`config.mk`:
```
export PLATFORM = sky130hd
export DESIGN_NAME = dtu_top
export DESIGN_NICKNAME = d
export VERILOG_FILES = /design/src/inc/dtu_pkg.sv /design/src/inc/dtu_stamp_if.sv /design/src/core/dtu_port_stamp.sv /design/src/core/dtu_top.sv
export SDC_FILE = /design/constraint.sdc
export NUM_CORES = 1
export LEC_CHECK = 0
export BUFFER_PORTS_ARGS = -buffer_cell sky130_fd_sc_hd__buf_2
export CAP_MARGIN = 5
export CORE_UTILIZATION = 40
export CTS_CLUSTER_SIZE = 28
export DETAILED_ROUTE_END_ITERATION = 10
export PLACE_DENSITY = 0.61
export SLEW_MARGIN = 20
export SYNTH_ARGS = -nofsm -noshare
export SYNTH_HDL_FRONTEND = slang
export SYNTH_SLANG_ARGS = --single-unit
```
`constraint.sdc`:
```
create_clock -name clk_i -period 39 [get_ports clk_i]
set_clock_uncertainty 0.2 [all_clocks]
set_input_delay 9.75 -clock clk_i [delete_from_list [all_inputs] [get_ports clk_i]]
set_output_delay 9.75 -clock clk_i [all_outputs]
set_load 0.01 [all_outputs]
```
`src/inc/dtu_pkg.sv`:
```
package dtu_pkg;
   localparam int TIME_W = 64;
   localparam int NUM_PORTS = 4;
   localparam int CLK_FREQ_HZ = 20000000;
   localparam int STEP_NS = 1;
   localparam int CLK_PERIOD_NS = 1000000000 / CLK_FREQ_HZ;
   localparam int NOMINAL_INC_NS = CLK_PERIOD_NS / STEP_NS;
   localparam int INC_W = 8;
   localparam logic [63:0] EPOCH_ZERO = 64'h0000_0000_0000_0000;
   localparam logic [63:0] OFFSET_RST = 64'h0000_0000_0000_0000;
   localparam int DRIFT_W = 16;
   localparam logic [15:0] DRIFT_RST = 16'h0000;
   localparam int FILT_SHIFT = 2;
   typedef enum logic [1:0] {
      DTU_DRIFT_NONE,
      DTU_DRIFT_FAST,
      DTU_DRIFT_SLOW
   } dtu_drift_t;
endpackage

```
`src/inc/dtu_stamp_if.sv`:
```
`timescale 1ns/1ps
interface dtu_stamp_if #(parameter int TW = 64);
   logic [TW-1:0] local_time;
   logic arm;
   logic preamble;
   logic [TW-1:0] stamp;
   logic valid;
   modport owner (output local_time, output arm, output preamble, input stamp, input valid);
   modport capt (input local_time, input arm, input preamble, output stamp, output valid);
endinterface

```
`src/core/dtu_port_stamp.sv`:
```
`timescale 1ns/1ps
module dtu_port_stamp #(
   parameter int TW = 64
) (
   input wire logic clk_i,
   input wire logic rst_i,
   dtu_stamp_if.capt st
);
   logic [TW-1:0] stamp_q, stamp_d;
   logic valid_q, valid_d;
   logic armed_q, armed_d;
   logic pre_q, pre_d;
   always_comb begin
      stamp_d = stamp_q;
      valid_d = valid_q;
      armed_d = armed_q;
      pre_d = st.preamble;
      if (st.arm) begin
         armed_d = 1'b1;
         valid_d = 1'b0;
      end else if (armed_q && st.preamble && !pre_q) begin
         // first preamble bit only
         stamp_d = st.local_time;
         valid_d = 1'b1;
         armed_d = 1'b0;
      end
   end
   always_ff @(posedge clk_i or posedge rst_i) begin
      if (rst_i) begin
         stamp_q <= '0;
         valid_q <= 1'b0;
         armed_q <= 1'b0;
         pre_q <= 1'b0;
      end else begin
         stamp_q <= stamp_d;
         valid_q <= valid_d;
         armed_q <= armed_d;
         pre_q <= pre_d;
      end
   end
   assign st.stamp = stamp_q;
   assign st.valid = valid_q;
endmodule

```
`src/core/dtu_top.sv`:
```
`timescale 1ns/1ps
// Overview of operation
// - system time is a 64-bit count, one nanosecond per step.
// - zero means start of year 2000; master loads time on that epoch.
// - low 32 bits alone wrap in about 4.2 s and stay compatible.
// - system time copy equals local clock plus stored offset.
// - offset is added to local clock; running counter is never rewritten.
// - drift corrected by changing the local clock step rate.
// - local clock is captured when a measurement frame arrives.
// - devices with three or more ports keep local clock and stamps.
// - two-port devices may omit time features; treated as wire delay.
// - full device gives stamps, system time and control loop.
// - loop filter is resettable; master resets it before drift correction.
// - arrival time captured per port, up to four, at first preamble bit.
module dtu_top
   import dtu_pkg::*;
#(
   parameter int NPORTS = dtu_pkg::NUM_PORTS
) (
   input wire logic clk_i,
   input wire logic rst_i,
   input wire logic [dtu_pkg::TIME_W-1:0] offset_i,
   input wire logic offset_we_i,
   input wire logic [dtu_pkg::TIME_W-1:0] delay_i,
   input wire logic delay_we_i,
   input wire logic [dtu_pkg::TIME_W-1:0] diff_i,
   input wire logic diff_we_i,
   input wire logic filt_rst_i,
   input wire logic meas_arm_i,
   input wire logic [NPORTS-1:0] preamble_i,
   output logic [dtu_pkg::TIME_W-1:0] local_time_o,
   output logic [dtu_pkg::TIME_W-1:0] sys_time_o,
   output logic [31:0] sys_time_lo_o,
   output logic [NPORTS*dtu_pkg::TIME_W-1:0] rx_time_o,
   output logic [NPORTS-1:0] rx_valid_o,
   output logic [dtu_pkg::TIME_W-1:0] delay_o
);
   import dtu_pkg::*;
   logic [TIME_W-1:0] local_q, local_d;
   logic [TIME_W-1:0] sys_q, sys_d;
   logic [31:0] syslo_q, syslo_d;
   logic [TIME_W-1:0] offset_q, offset_d;
   logic [TIME_W-1:0] delay_q, delay_d;
   logic signed [DRIFT_W-1:0] filt_q, filt_d;
   logic [DRIFT_W-1:0] acc_q, acc_d;
   dtu_drift_t mode_q, mode_d;
   logic [NPORTS-1:0] p1_q, p2_q, p3_q;
   logic [NPORTS-1:0] pin_q, pin_d;
   logic [NPORTS*TIME_W-1:0] rx_q;
   logic [NPORTS-1:0] rxv_q;
   logic [NPORTS*TIME_W-1:0] rx_w;
   logic [NPORTS-1:0] rxv_w;
   logic [INC_W-1:0] inc;
   logic [TIME_W-1:0] next_local;
   logic [DRIFT_W:0] acc_sum;
   logic signed [DRIFT_W-1:0] diff_s;
   logic signed [DRIFT_W+1:0] filt_step;
   logic [NPORTS-1:0] p1_d, p2_d, p3_d;
   localparam logic signed [DRIFT_W-1:0] DIFF_MAX = {1'b0, {(DRIFT_W-1){1'b1}}};
   localparam logic signed [DRIFT_W-1:0] DIFF_MIN = {1'b1, {(DRIFT_W-1){1'b0}}};

   // pins pass three flops; change counts when second and third agree
   always_comb begin
      pin_d = pin_q;
      p1_d = preamble_i;
      p2_d = p1_q;
      p3_d = p2_q;
      for (int i = 0; i < NPORTS; i++) begin
         if (p2_q[i] == p3_q[i]) begin
            pin_d[i] = p3_q[i];
         end
      end
   end

   generate
      // built for any port count; a two-port build may simply leave them idle
      for (genvar g = 0; g < NPORTS; g++) begin : g_port
         dtu_stamp_if #(.TW(TIME_W)) st_if ();
         assign st_if.local_time = local_q;
         assign st_if.arm = meas_arm_i;
         assign st_if.preamble = pin_q[g];
         dtu_port_stamp #(.TW(TIME_W)) u_stamp (
            .clk_i(clk_i),
            .rst_i(rst_i),
            .st(st_if.capt)
         );
         assign rx_w[g*TIME_W +: TIME_W] = st_if.stamp;
         assign rxv_w[g] = st_if.valid;
      end
   endgenerate

   // drift loop: filtered difference steers step size by one ns via accumulator
   always_comb begin
      filt_d = filt_q;
      mode_d = mode_q;
      acc_d = acc_q;
      filt_step = '0;
      acc_sum = '0;
      // clamp wide differences; a wrapped low word would steer the wrong way
      if (diff_i[TIME_W-1:DRIFT_W-1] == '0 || diff_i[TIME_W-1:DRIFT_W-1] == '1) begin
         diff_s = diff_i[DRIFT_W-1:0];
      end else if (diff_i[TIME_W-1]) begin
         diff_s = DIFF_MIN;
      end else begin
         diff_s = DIFF_MAX;
      end
      if (filt_rst_i) begin
         filt_d = DRIFT_RST;
         mode_d = DTU_DRIFT_NONE;
         acc_d = '0;
      end else begin
         if (diff_we_i) begin
            // two guard bits so the difference of two extremes cannot wrap
            filt_step = (DRIFT_W+2)'(diff_s) - (DRIFT_W+2)'(filt_q);
            filt_d = filt_q + DRIFT_W'(filt_step >>> FILT_SHIFT);
         end
         // mode follows the new filter value so direction and carry agree
         if (filt_d > 0) begin
            mode_d = DTU_DRIFT_SLOW; // local ahead of system: slow down
         end else if (filt_d < 0) begin
            mode_d = DTU_DRIFT_FAST;
         end else begin
            mode_d = DTU_DRIFT_NONE;
         end
         acc_sum = {1'b0, acc_q} + {1'b0, (filt_q < 0) ? DRIFT_W'(-filt_q) : filt_q};
         acc_d = acc_sum[DRIFT_W-1:0];
      end
   end

   always_comb begin
      inc = INC_W'(NOMINAL_INC_NS);
      case (mode_q)
         DTU_DRIFT_NONE: inc = INC_W'(NOMINAL_INC_NS);
         DTU_DRIFT_FAST: begin
            if (acc_sum[DRIFT_W]) begin
               inc = INC_W'(NOMINAL_INC_NS + 1);
            end
         end
         DTU_DRIFT_SLOW: begin
            if (acc_sum[DRIFT_W]) begin
               inc = INC_W'(NOMINAL_INC_NS - 1);
            end
         end
         default: inc = INC_W'(NOMINAL_INC_NS);
      endcase
   end

   always_comb begin
      next_local = local_q + TIME_W'(inc);
      local_d = next_local;
      offset_d = offset_we_i ? offset_i : offset_q;
      delay_d = delay_we_i ? delay_i : delay_q;
      // sum from the same next values keeps both outputs on one instant
      sys_d = next_local + offset_d;
      syslo_d = sys_d[31:0];
   end

   always_ff @(posedge clk_i or posedge rst_i) begin
      if (rst_i) begin
         local_q <= '0;
         sys_q <= EPOCH_ZERO;
         syslo_q <= '0;
         offset_q <= OFFSET_RST;
         delay_q <= '0;
      end else begin
         local_q <= local_d;
         sys_q <= sys_d;
         syslo_q <= syslo_d;
         offset_q <= offset_d;
         delay_q <= delay_d;
      end
   end

   always_ff @(posedge clk_i or posedge rst_i) begin
      if (rst_i) begin
         filt_q <= DRIFT_RST;
         acc_q <= '0;
         mode_q <= DTU_DRIFT_NONE;
      end else begin
         filt_q <= filt_d;
         acc_q <= acc_d;
         mode_q <= mode_d;
      end
   end

   // only stage two reads stage one; later logic sees the filtered level
   always_ff @(posedge clk_i or posedge rst_i) begin
      if (rst_i) begin
         p1_q <= '0;
         p2_q <= '0;
         p3_q <= '0;
         pin_q <= '0;
      end else begin
         p1_q <= p1_d;
         p2_q <= p2_d;
         p3_q <= p3_d;
         pin_q <= pin_d;
      end
   end

   always_ff @(posedge clk_i or posedge rst_i) begin
      if (rst_i) begin
         rx_q <= '0;
         rxv_q <= '0;
      end else begin
         rx_q <= rx_w;
         rxv_q <= rxv_w;
      end
   end

   assign local_time_o = local_q;
   assign sys_time_o = sys_q;
   assign sys_time_lo_o = syslo_q;
   assign rx_time_o = rx_q;
   assign rx_valid_o = rxv_q;
   assign delay_o = delay_q;
endmodule

```
==> impl_results.md, run 1 <==
- Worst hold path endpoint: p2_q[1]
- Root Driver: clkbuf_16
- Clock tree from TritonCTS: built
- Cells along the critical path: buf_2 -> a21oi_1 -> o211ai_1 -> ha_1 -> a21o_1 -> a41oi_1 -> nor3_1 -> xor2_1 -> ha_1 -> and4_1 -> o2111ai_1 -> o211ai_1 -> o211ai_1 -> a22oi_1 -> a21oi_1 -> o21ai_2 -> a41o_1 -> a311oi_2 -> or4_1 -> nand4_1
- DP Wirelength: 65,600 um
- CP Max Fanout: 35
- Clk buf depth: 3
- Share of the synthesized area in the top cell type: 0.610
- TNS Setup: 0 ps
- Largest area contributor in the netlist: dfrtp_1
- Core Rows: 106
- Post_cts resized: 0
- Synth Cell Area: 34,200 um^2
- Num CTS Buffers: 89
- Tot GR Track Use: 0.205
- IO buf count: 686
- Skew-Pair Late Insertion Delay: 650 ps
- Synth Net Count: 2,856
- Top delay family on crit path: compound AO/OA/AOI/OAI gates
- Commonest non-fill, non-tap cells in the layout: dfrtp_1, buf_2, mux2_2
- Total number of yosys warnings: 0
- Yosys reg bits: 833
- # H-tree levels: 3
- Die area: 86,600 um^2
- Post-synth EDFFs: 0
- CP Launch Type: input port
- Die extent in x: 294 um
- Largest family of logic cells by synthesized area: multiplexers
- Adder-cell area share of the yosys netlist: 0.0452
- GP Congestion: 0.865
- R2r startpoint: filt_q[0]
- Drt drc: 0
- Fraction of registers with async set/reset: 1.00
- DR WL/cell: 20.2 um
- I/O Pins: 687
- Initial antenna violation count: 19
- Max-Cap Viols: 0
- Core ar.: 84,100 um^2
- Routed WL: 89,400 um
- Reg2Reg Capture Point: sys_time_o[56]
- Die H: 294 um
- Commonest non-fill, non-tap cell in the layout: dfrtp_1
- Cell Pwr Density: 62.5 nW/um^2
- Final worst setup slack: 23,700 ps
- Relative slew margins: 0.342
- Tcrit/Tclk final: 0.392
- HP Start: p1_q[1]
- Clock-pin slew on the worst setup and hold paths: 60 ps
- Drt via density: 5.00
- Antenna-violating nets left: 0
- Max-slew violation count: 0
- RSZ-0062 raised after global routing: false
- Initial Util: 0.406
- Ratio of cells with drive above 1 in the final layout: 0.393
- CP Data Arrival Time: 15,650 ps
- Crit. End Element: flip-flop
- Post-Synthesis Cells: 2,536
- Slew @ Worst Pin: 986 ps
- Post-synthesis compound-gate area fraction: 0.0710
- Layout Nets: 3,530
- Total grt overflow: 0
- Most Frequent Cell on Critical Path: o211ai_1
- Required @ worst endpoint: 39,350 ps
- Filler cells: 7,544
- Critical path buffers and inverters: 1
- First-pass GRT wire length: 135,000 um
- Vias in the first global route: 22,100
- Synth Area in Simple Gates: 0.0689
- Mean post-synth cell area: 13.5 um^2
- Non-Filler Instances: 4,423
- Peak Freq: 65.4 MHz
- Pre-CTS setup slack: 23,010 ps
- Final hold violations: 0
- Area after DPL: 38,600 um^2
- Synth cell types: 87
- Register-to-register setup slack: 29,570 ps
- Mux contribution to synthesized area: 0.130
- Top_reg_cell synth: dfrtp_1
- Hold_buf cts: 0
- Leakage power: 21.6 nW
- CP Class: in2reg
- Outcome: finished, final reports clean
- Largest net degree at the start of global routing: 186
- Post-CTS Setup Bufs: 0
- Worst vdd ir: 0.0541 mV
- Area growth syn-to-layout: 22.4%
- Slowest CP cell: a41oi_1
- Crit path largest cell delay: 750 ps
- Final instance area: 41,800 um^2
- First-iteration detailed-routing DRC count: 920
- Synth area leaders: dfrtp_1, mux2_2, ha_1
- Final Core Density: 0.498
- Hold crit path type: reg2reg
- CTS sink count: 833
- Reg2reg path depth: 37
- Tmin final: 15,300 ps
- DRT Pass-1 Iters: 5
- Xor/xnor cell area share of the yosys netlist: 0.0465
- Finish-stage setup viols: 0
- Sequential area share after synthesis: 0.610
- Placed instance count: 4,253
- Vias: 22,100
- Hold path depth: 0
state kept, by name, summed over array words and instances, names as in the netlist, 4 cells and up:
signal and flops:
rx_valid_o 4, p2_q 4, sys_time_o 33, g_port.u_stamp.armed_q 4, sys_time_lo_o 31, pin_q 4
p3_q 4, local_time_o 64, g_port.u_stamp.st.valid 4, filt_q 15, p1_q 4, delay_o 64
offset_q 64, acc_q 16, g_port.u_stamp.st.stamp 256, rx_time_o 256, g_port.u_stamp.pre_q 4
cells by family after synthesis:
| group | count (synthesis) |
|---|---|
| flops | 833 |
| simple gates | 451 |
| mux | 397 |
| compound gates | 355 |
| buf+inv | 200 |
| xor+xnor | 178 |
| fa+ha+maj | 122 |
cell type report:
class	instances	area, um^2	share of cell area
diodes	7	17.5	0.000419
clock buffers	121	2540	0.0607
clock inverters	42	686	0.0164
inverters	63	244	0.00583
multi-input cells	1503	12400	0.296
flip-flops and latches	833	20800	0.498
well taps	1134	1420	0.0339
repair buffers	720	3700	0.0885
through the flow:
step / total power [mW] / hold WS (ps)
2_1_floorplan: 1.52 / 131
3_3_place_gp: 1.72 / 133
3_5_place_dp: 1.73 / 136
4_1_cts: 2.65 / 150
5_1_grt: 2.76 / 155
6_report: 2.62 / 147
worst max-delay path by stage:
stage / from / to / slack (ps) / cells past startpoint
final: filt_rst_i / sys_time_o[56] / 23700 / 20
after CTS: filt_rst_i / sys_time_o[56] / 23660 / 20
after global routing: diff_i[51] / mode_q[1] / 23190 / 26
after detailed placement: filt_rst_i / sys_time_o[56] / 23010 / 20
after floorplan: rst_i / acc_q[0] / 5650 / 1
after global placement: filt_rst_i / sys_time_o[56] / 23030 / 20
routing by layer:
layer | global-route usage | up-vias | wire length (um)
met3 | 0.0479 | 144 | 5390
met5 | 0 | - | 109
met1 | 0.267 | 11000 | 38300
met4 | 0.0644 | 18 | 2670
li1 | - | 10300 | -
met2 | 0.337 | 615 | 42900
synth_stat cells, drive strengths merged, types with 44 or more instances:
cell type / number
buf: 46
a21o: 70
xor2: 50
nor2: 98
ha: 113
dfrtp: 833
clkbuf: 90
nand2: 104
nand3: 53
xnor2: 127
inv: 63
o21ai: 57
nand4: 44
mux2: 380
a21oi: 86
power by group:
group | switching (mW) | internal (mW)
Sequential | 0.0758 | 0.971
Combinational | 0.372 | 0.288
Clock | 0.356 | 0.553
Total | 0.804 | 1.81
Note: power is estimated with default switching activity, not from simulation.
==> run 2, diff against run 1 <==
--- a/config.mk
+++ b/config.mk
@@ -5,12 +5,13 @@
 export SDC_FILE = /design/constraint.sdc
 export NUM_CORES = 1
 export LEC_CHECK = 0
+export ABC_AREA = 1
 export BUFFER_PORTS_ARGS = -buffer_cell sky130_fd_sc_hd__buf_2
 export CAP_MARGIN = 5
 export CORE_UTILIZATION = 40
 export CTS_CLUSTER_SIZE = 28
 export DETAILED_ROUTE_END_ITERATION = 10
-export PLACE_DENSITY = 0.61
+export PLACE_DENSITY = 0.63
 export SLEW_MARGIN = 20
 export SYNTH_ARGS = -nofsm -noshare
 export SYNTH_HDL_FRONTEND = slang
==> constraint.sdc (replaced) <==
create_clock -name clk_i -period 12.2 [get_ports clk_i]
set_clock_uncertainty 0.2 [all_clocks]
set_input_delay 3.05 -clock clk_i [delete_from_list [all_inputs] [get_ports clk_i]]
set_output_delay 3.05 -clock clk_i [all_outputs]
set_load 0.01 [all_outputs]
==> run 2 against run 1 <==
Net effect: design area up 2.2%; power rose to 3.4 times the previous value; hold slack got worse by 14 ps; worst setup slack got worse by 19000 ps; flip-flop and latch count unchanged; register-to-register slack got worse by 25000 ps; highest routed layer unchanged.
==> impl_results.md, run 2 <==
- Post_cts resized: 0 (unchanged)
- Vias: 26,400 (+20%)
- Post-CTS Setup Bufs: 0 (unchanged)
- DRT Pass-1 Iters: 5 (unchanged)
- I/O Pins: 687 (unchanged)
- Tot GR Track Use: 0.242 (+0.0370)
- Commonest non-fill, non-tap cells in the layout: dfrtp_1, nand2_1, buf_2
- Largest net degree at the start of global routing: 172 (-7.5%)
- Total grt overflow: 0 (unchanged)
- Total number of yosys warnings: 0 (unchanged)
- Largest area contributor in the netlist: dfrtp_1
- Routed WL: 108,000 um (+21%)
- Die area: 88,900 um^2 (+2.7%)
- Clk buf depth: 3 (unchanged)
- RSZ-0062 raised after global routing: false
- CP Class: in2reg
- Top_reg_cell synth: dfrtp_1
- CP Max Fanout: 20 (-43%)
- Max-Cap Viols: 0 (unchanged)
- Core ar.: 86,900 um^2 (+3.3%)
- Drt via density: 4.94 (-1.1%)
- # H-tree levels: 3 (unchanged)
- Tmin final: 7860 ps
- Max-slew violation count: 0 (unchanged)
- First-iteration detailed-routing DRC count: 1,828 (+99%)
- Synth Cell Area: 35,100 um^2 (+2.7%)
- Root Driver: clkbuf_16
- Core Rows: 108 (+1.9%)
- Slew @ Worst Pin: 1080 ps (+97.9 ps)
- Required @ worst endpoint: 12,540 ps (-26,810 ps)
- DR WL/cell: 20.3 um (+0.27%)
- Final hold violations: 0 (unchanged)
- CTS sink count: 833 (unchanged)
- CP Launch Type: input port
- Crit. End Element: flip-flop
- First-pass GRT wire length: 161,000 um (+19%)
- Finish-stage setup viols: 0 (unchanged)
- Layout Nets: 4,433 (+26%)
- Antenna-violating nets left: 0 (unchanged)
- Cell with the most instances after synthesis: dfrtp_1
- Worst vdd ir: 0.123 mV (+130%)
- Leakage power: 21.8 nW (+1.0%)
- Die H: 298 um (+1.3%)
- Outcome: finished, final reports clean
- Peak Freq: 127 MHz
- GP Congestion: 0.970 (+12%)
- Fraction of registers with async set/reset: 1.00 (unchanged)
- Commonest non-fill, non-tap cell in the layout: dfrtp_1
- Post-Synthesis Cells: 3,441 (+36%)
- Clock-pin slew on the worst setup and hold paths: 60 ps (about the same)
- Synth Net Count: 3,761 (+32%)
- Area after DPL: 39,600 um^2 (+2.6%)
- Post-synth EDFFs: 0 (unchanged)
- Final instance area: 42,800 um^2 (+2.2%)
- Sequential area share after synthesis: 0.594 (-0.0160)
- Drt drc: 0 (unchanged)
- Synth area leaders: dfrtp_1, nand2_1, o21ai_0
- DP Wirelength: 83,400 um (+27%)
- Pre-CTS setup slack: 3700 ps (-19,310 ps)
- Area growth syn-to-layout: 21.9%
- Relative slew margins: 0.269 (-0.0729)
- Mean post-synth cell area: 10.2 um^2 (-24%)
- Hold_buf cts: 0 (unchanged)
- Yosys reg bits: 833 (unchanged)
- Initial Util: 0.404 (-0.00250)
- CP Data Arrival Time: 8200 ps (-7450 ps)
- Final worst setup slack: 4340 ps (-19,360 ps)
- Most frequent cells after synthesis: dfrtp_1, nand2_1, o21ai_0, inv_1, nor2_1
- Ratio of cells with drive above 1 in the final layout: 0.252 (-0.142)
- Tcrit/Tclk final: 0.644
- Initial antenna violation count: 4 (-15)
- Vias in the first global route: 25,700 (+16%)
- Die extent in x: 298 um (+1.3%)
- Clock tree from TritonCTS: built
- Cell Pwr Density: 210 nW/um^2 (+240%)
- Skew-Pair Late Insertion Delay: 660 ps (about the same)
- Num CTS Buffers: 87 (-2.2%)
- IO buf count: 686 (unchanged)
- Hold crit path type: reg2reg
- Share of the synthesized area in the top cell type: 0.594 (-0.0160)
- Synth cell types: 61 (-30%)
run 2: per-layer routing:
layer | track usage | wire length, um | up-vias
met5 | 0 | 20 | -
met4 | 0.104 | 4520 | 2
met3 | 0.0470 | 6400 | 191
met2 | 0.397 | 51500 | 816
met1 | 0.312 | 46000 | 12800
li1 | - | - | 12600
run 2: area by class of cell:
class                      instances  area, um^2
sequential                       833       20800
clock buffer                     127        2580
tap                             1155        1450
antenna                            4        10.0
clock inverter                    34         558
timing repair buffer             702        3610
fill                            8006       44100
multi-input combinational       2162       12500
inverter                         327        1230
run 2: power by group:
part           internal [mW]  leakage [nW]  total, mW  switching [mW]
clock                   1.69          1.53       2.84            1.15
combinational          0.940          9.84       2.56            1.62
sequential              3.30          10.4       3.59           0.290
run 2: worst max-delay path, cell delays in order:
cell	delay, ps
buf_2	220
inv_1	380
nand2_1	130
nor3_1	200
ha_1	260
fa_1	220
nand3_1	100
nand2_1	170
nand3_2	130
nor2_2	240
nand2_4	150
nor2_1	200
nand4_1	160
nor2_1	120
nand4_1	180
nor4_2	290
xor2_1	350
ha_1	400
a21oi_1	230
inv_1	60
a31oi_1	270
nand2_1	140
a21oi_1	250
nand3_1	120
nand2_1	70
nand2_1	60
run 2: final timing paths:
path                                                 from              to  slack, ps  cells past startpoint
max                                            filt_rst_i  sys_time_o[63]       4340                     26
min                        g_port[0].u_stamp.st.stamp[33]   rx_time_o[33]        130                      0
max reg2reg                                     mode_q[0]  sys_time_o[63]       4700                     34
min reg2reg                g_port[0].u_stamp.st.stamp[33]   rx_time_o[33]        130                      0
max in group asynchronous                           rst_i  rx_time_o[215]       7360                      4
min in group asynchronous                           rst_i   rx_valid_o[1]       2240                      2
run 2: per-stage QoR:
| stage | util | hold slack (ps) | total power [mW] | cells | TNS, ps |
|---|---|---|---|---|---|
| 2_1_floorplan | - | 131 | 5.30 | 3441 | -2076100 |
| 4_1_cts | 0.492 | 146 | 9.07 | 5339 | 0 |
| 3_3_place_gp | 0.456 | 133 | 6.18 | 5178 | 0 |
| 5_1_grt | 0.492 | 151 | 9.53 | 5341 | 0 |
| 6_report | 0.492 | 133 | 8.99 | 5344 | 0 |
| 3_5_place_dp | 0.456 | 137 | 6.20 | 5178 | 0 |
run 2: cell families after synthesis:
family,synth area share
compound gates,0.0863
xor+xnor,0.0372
simple gates,0.147
flops,0.594
fa+ha+maj,0.0437
mux,0.0404
buf+inv,0.0517
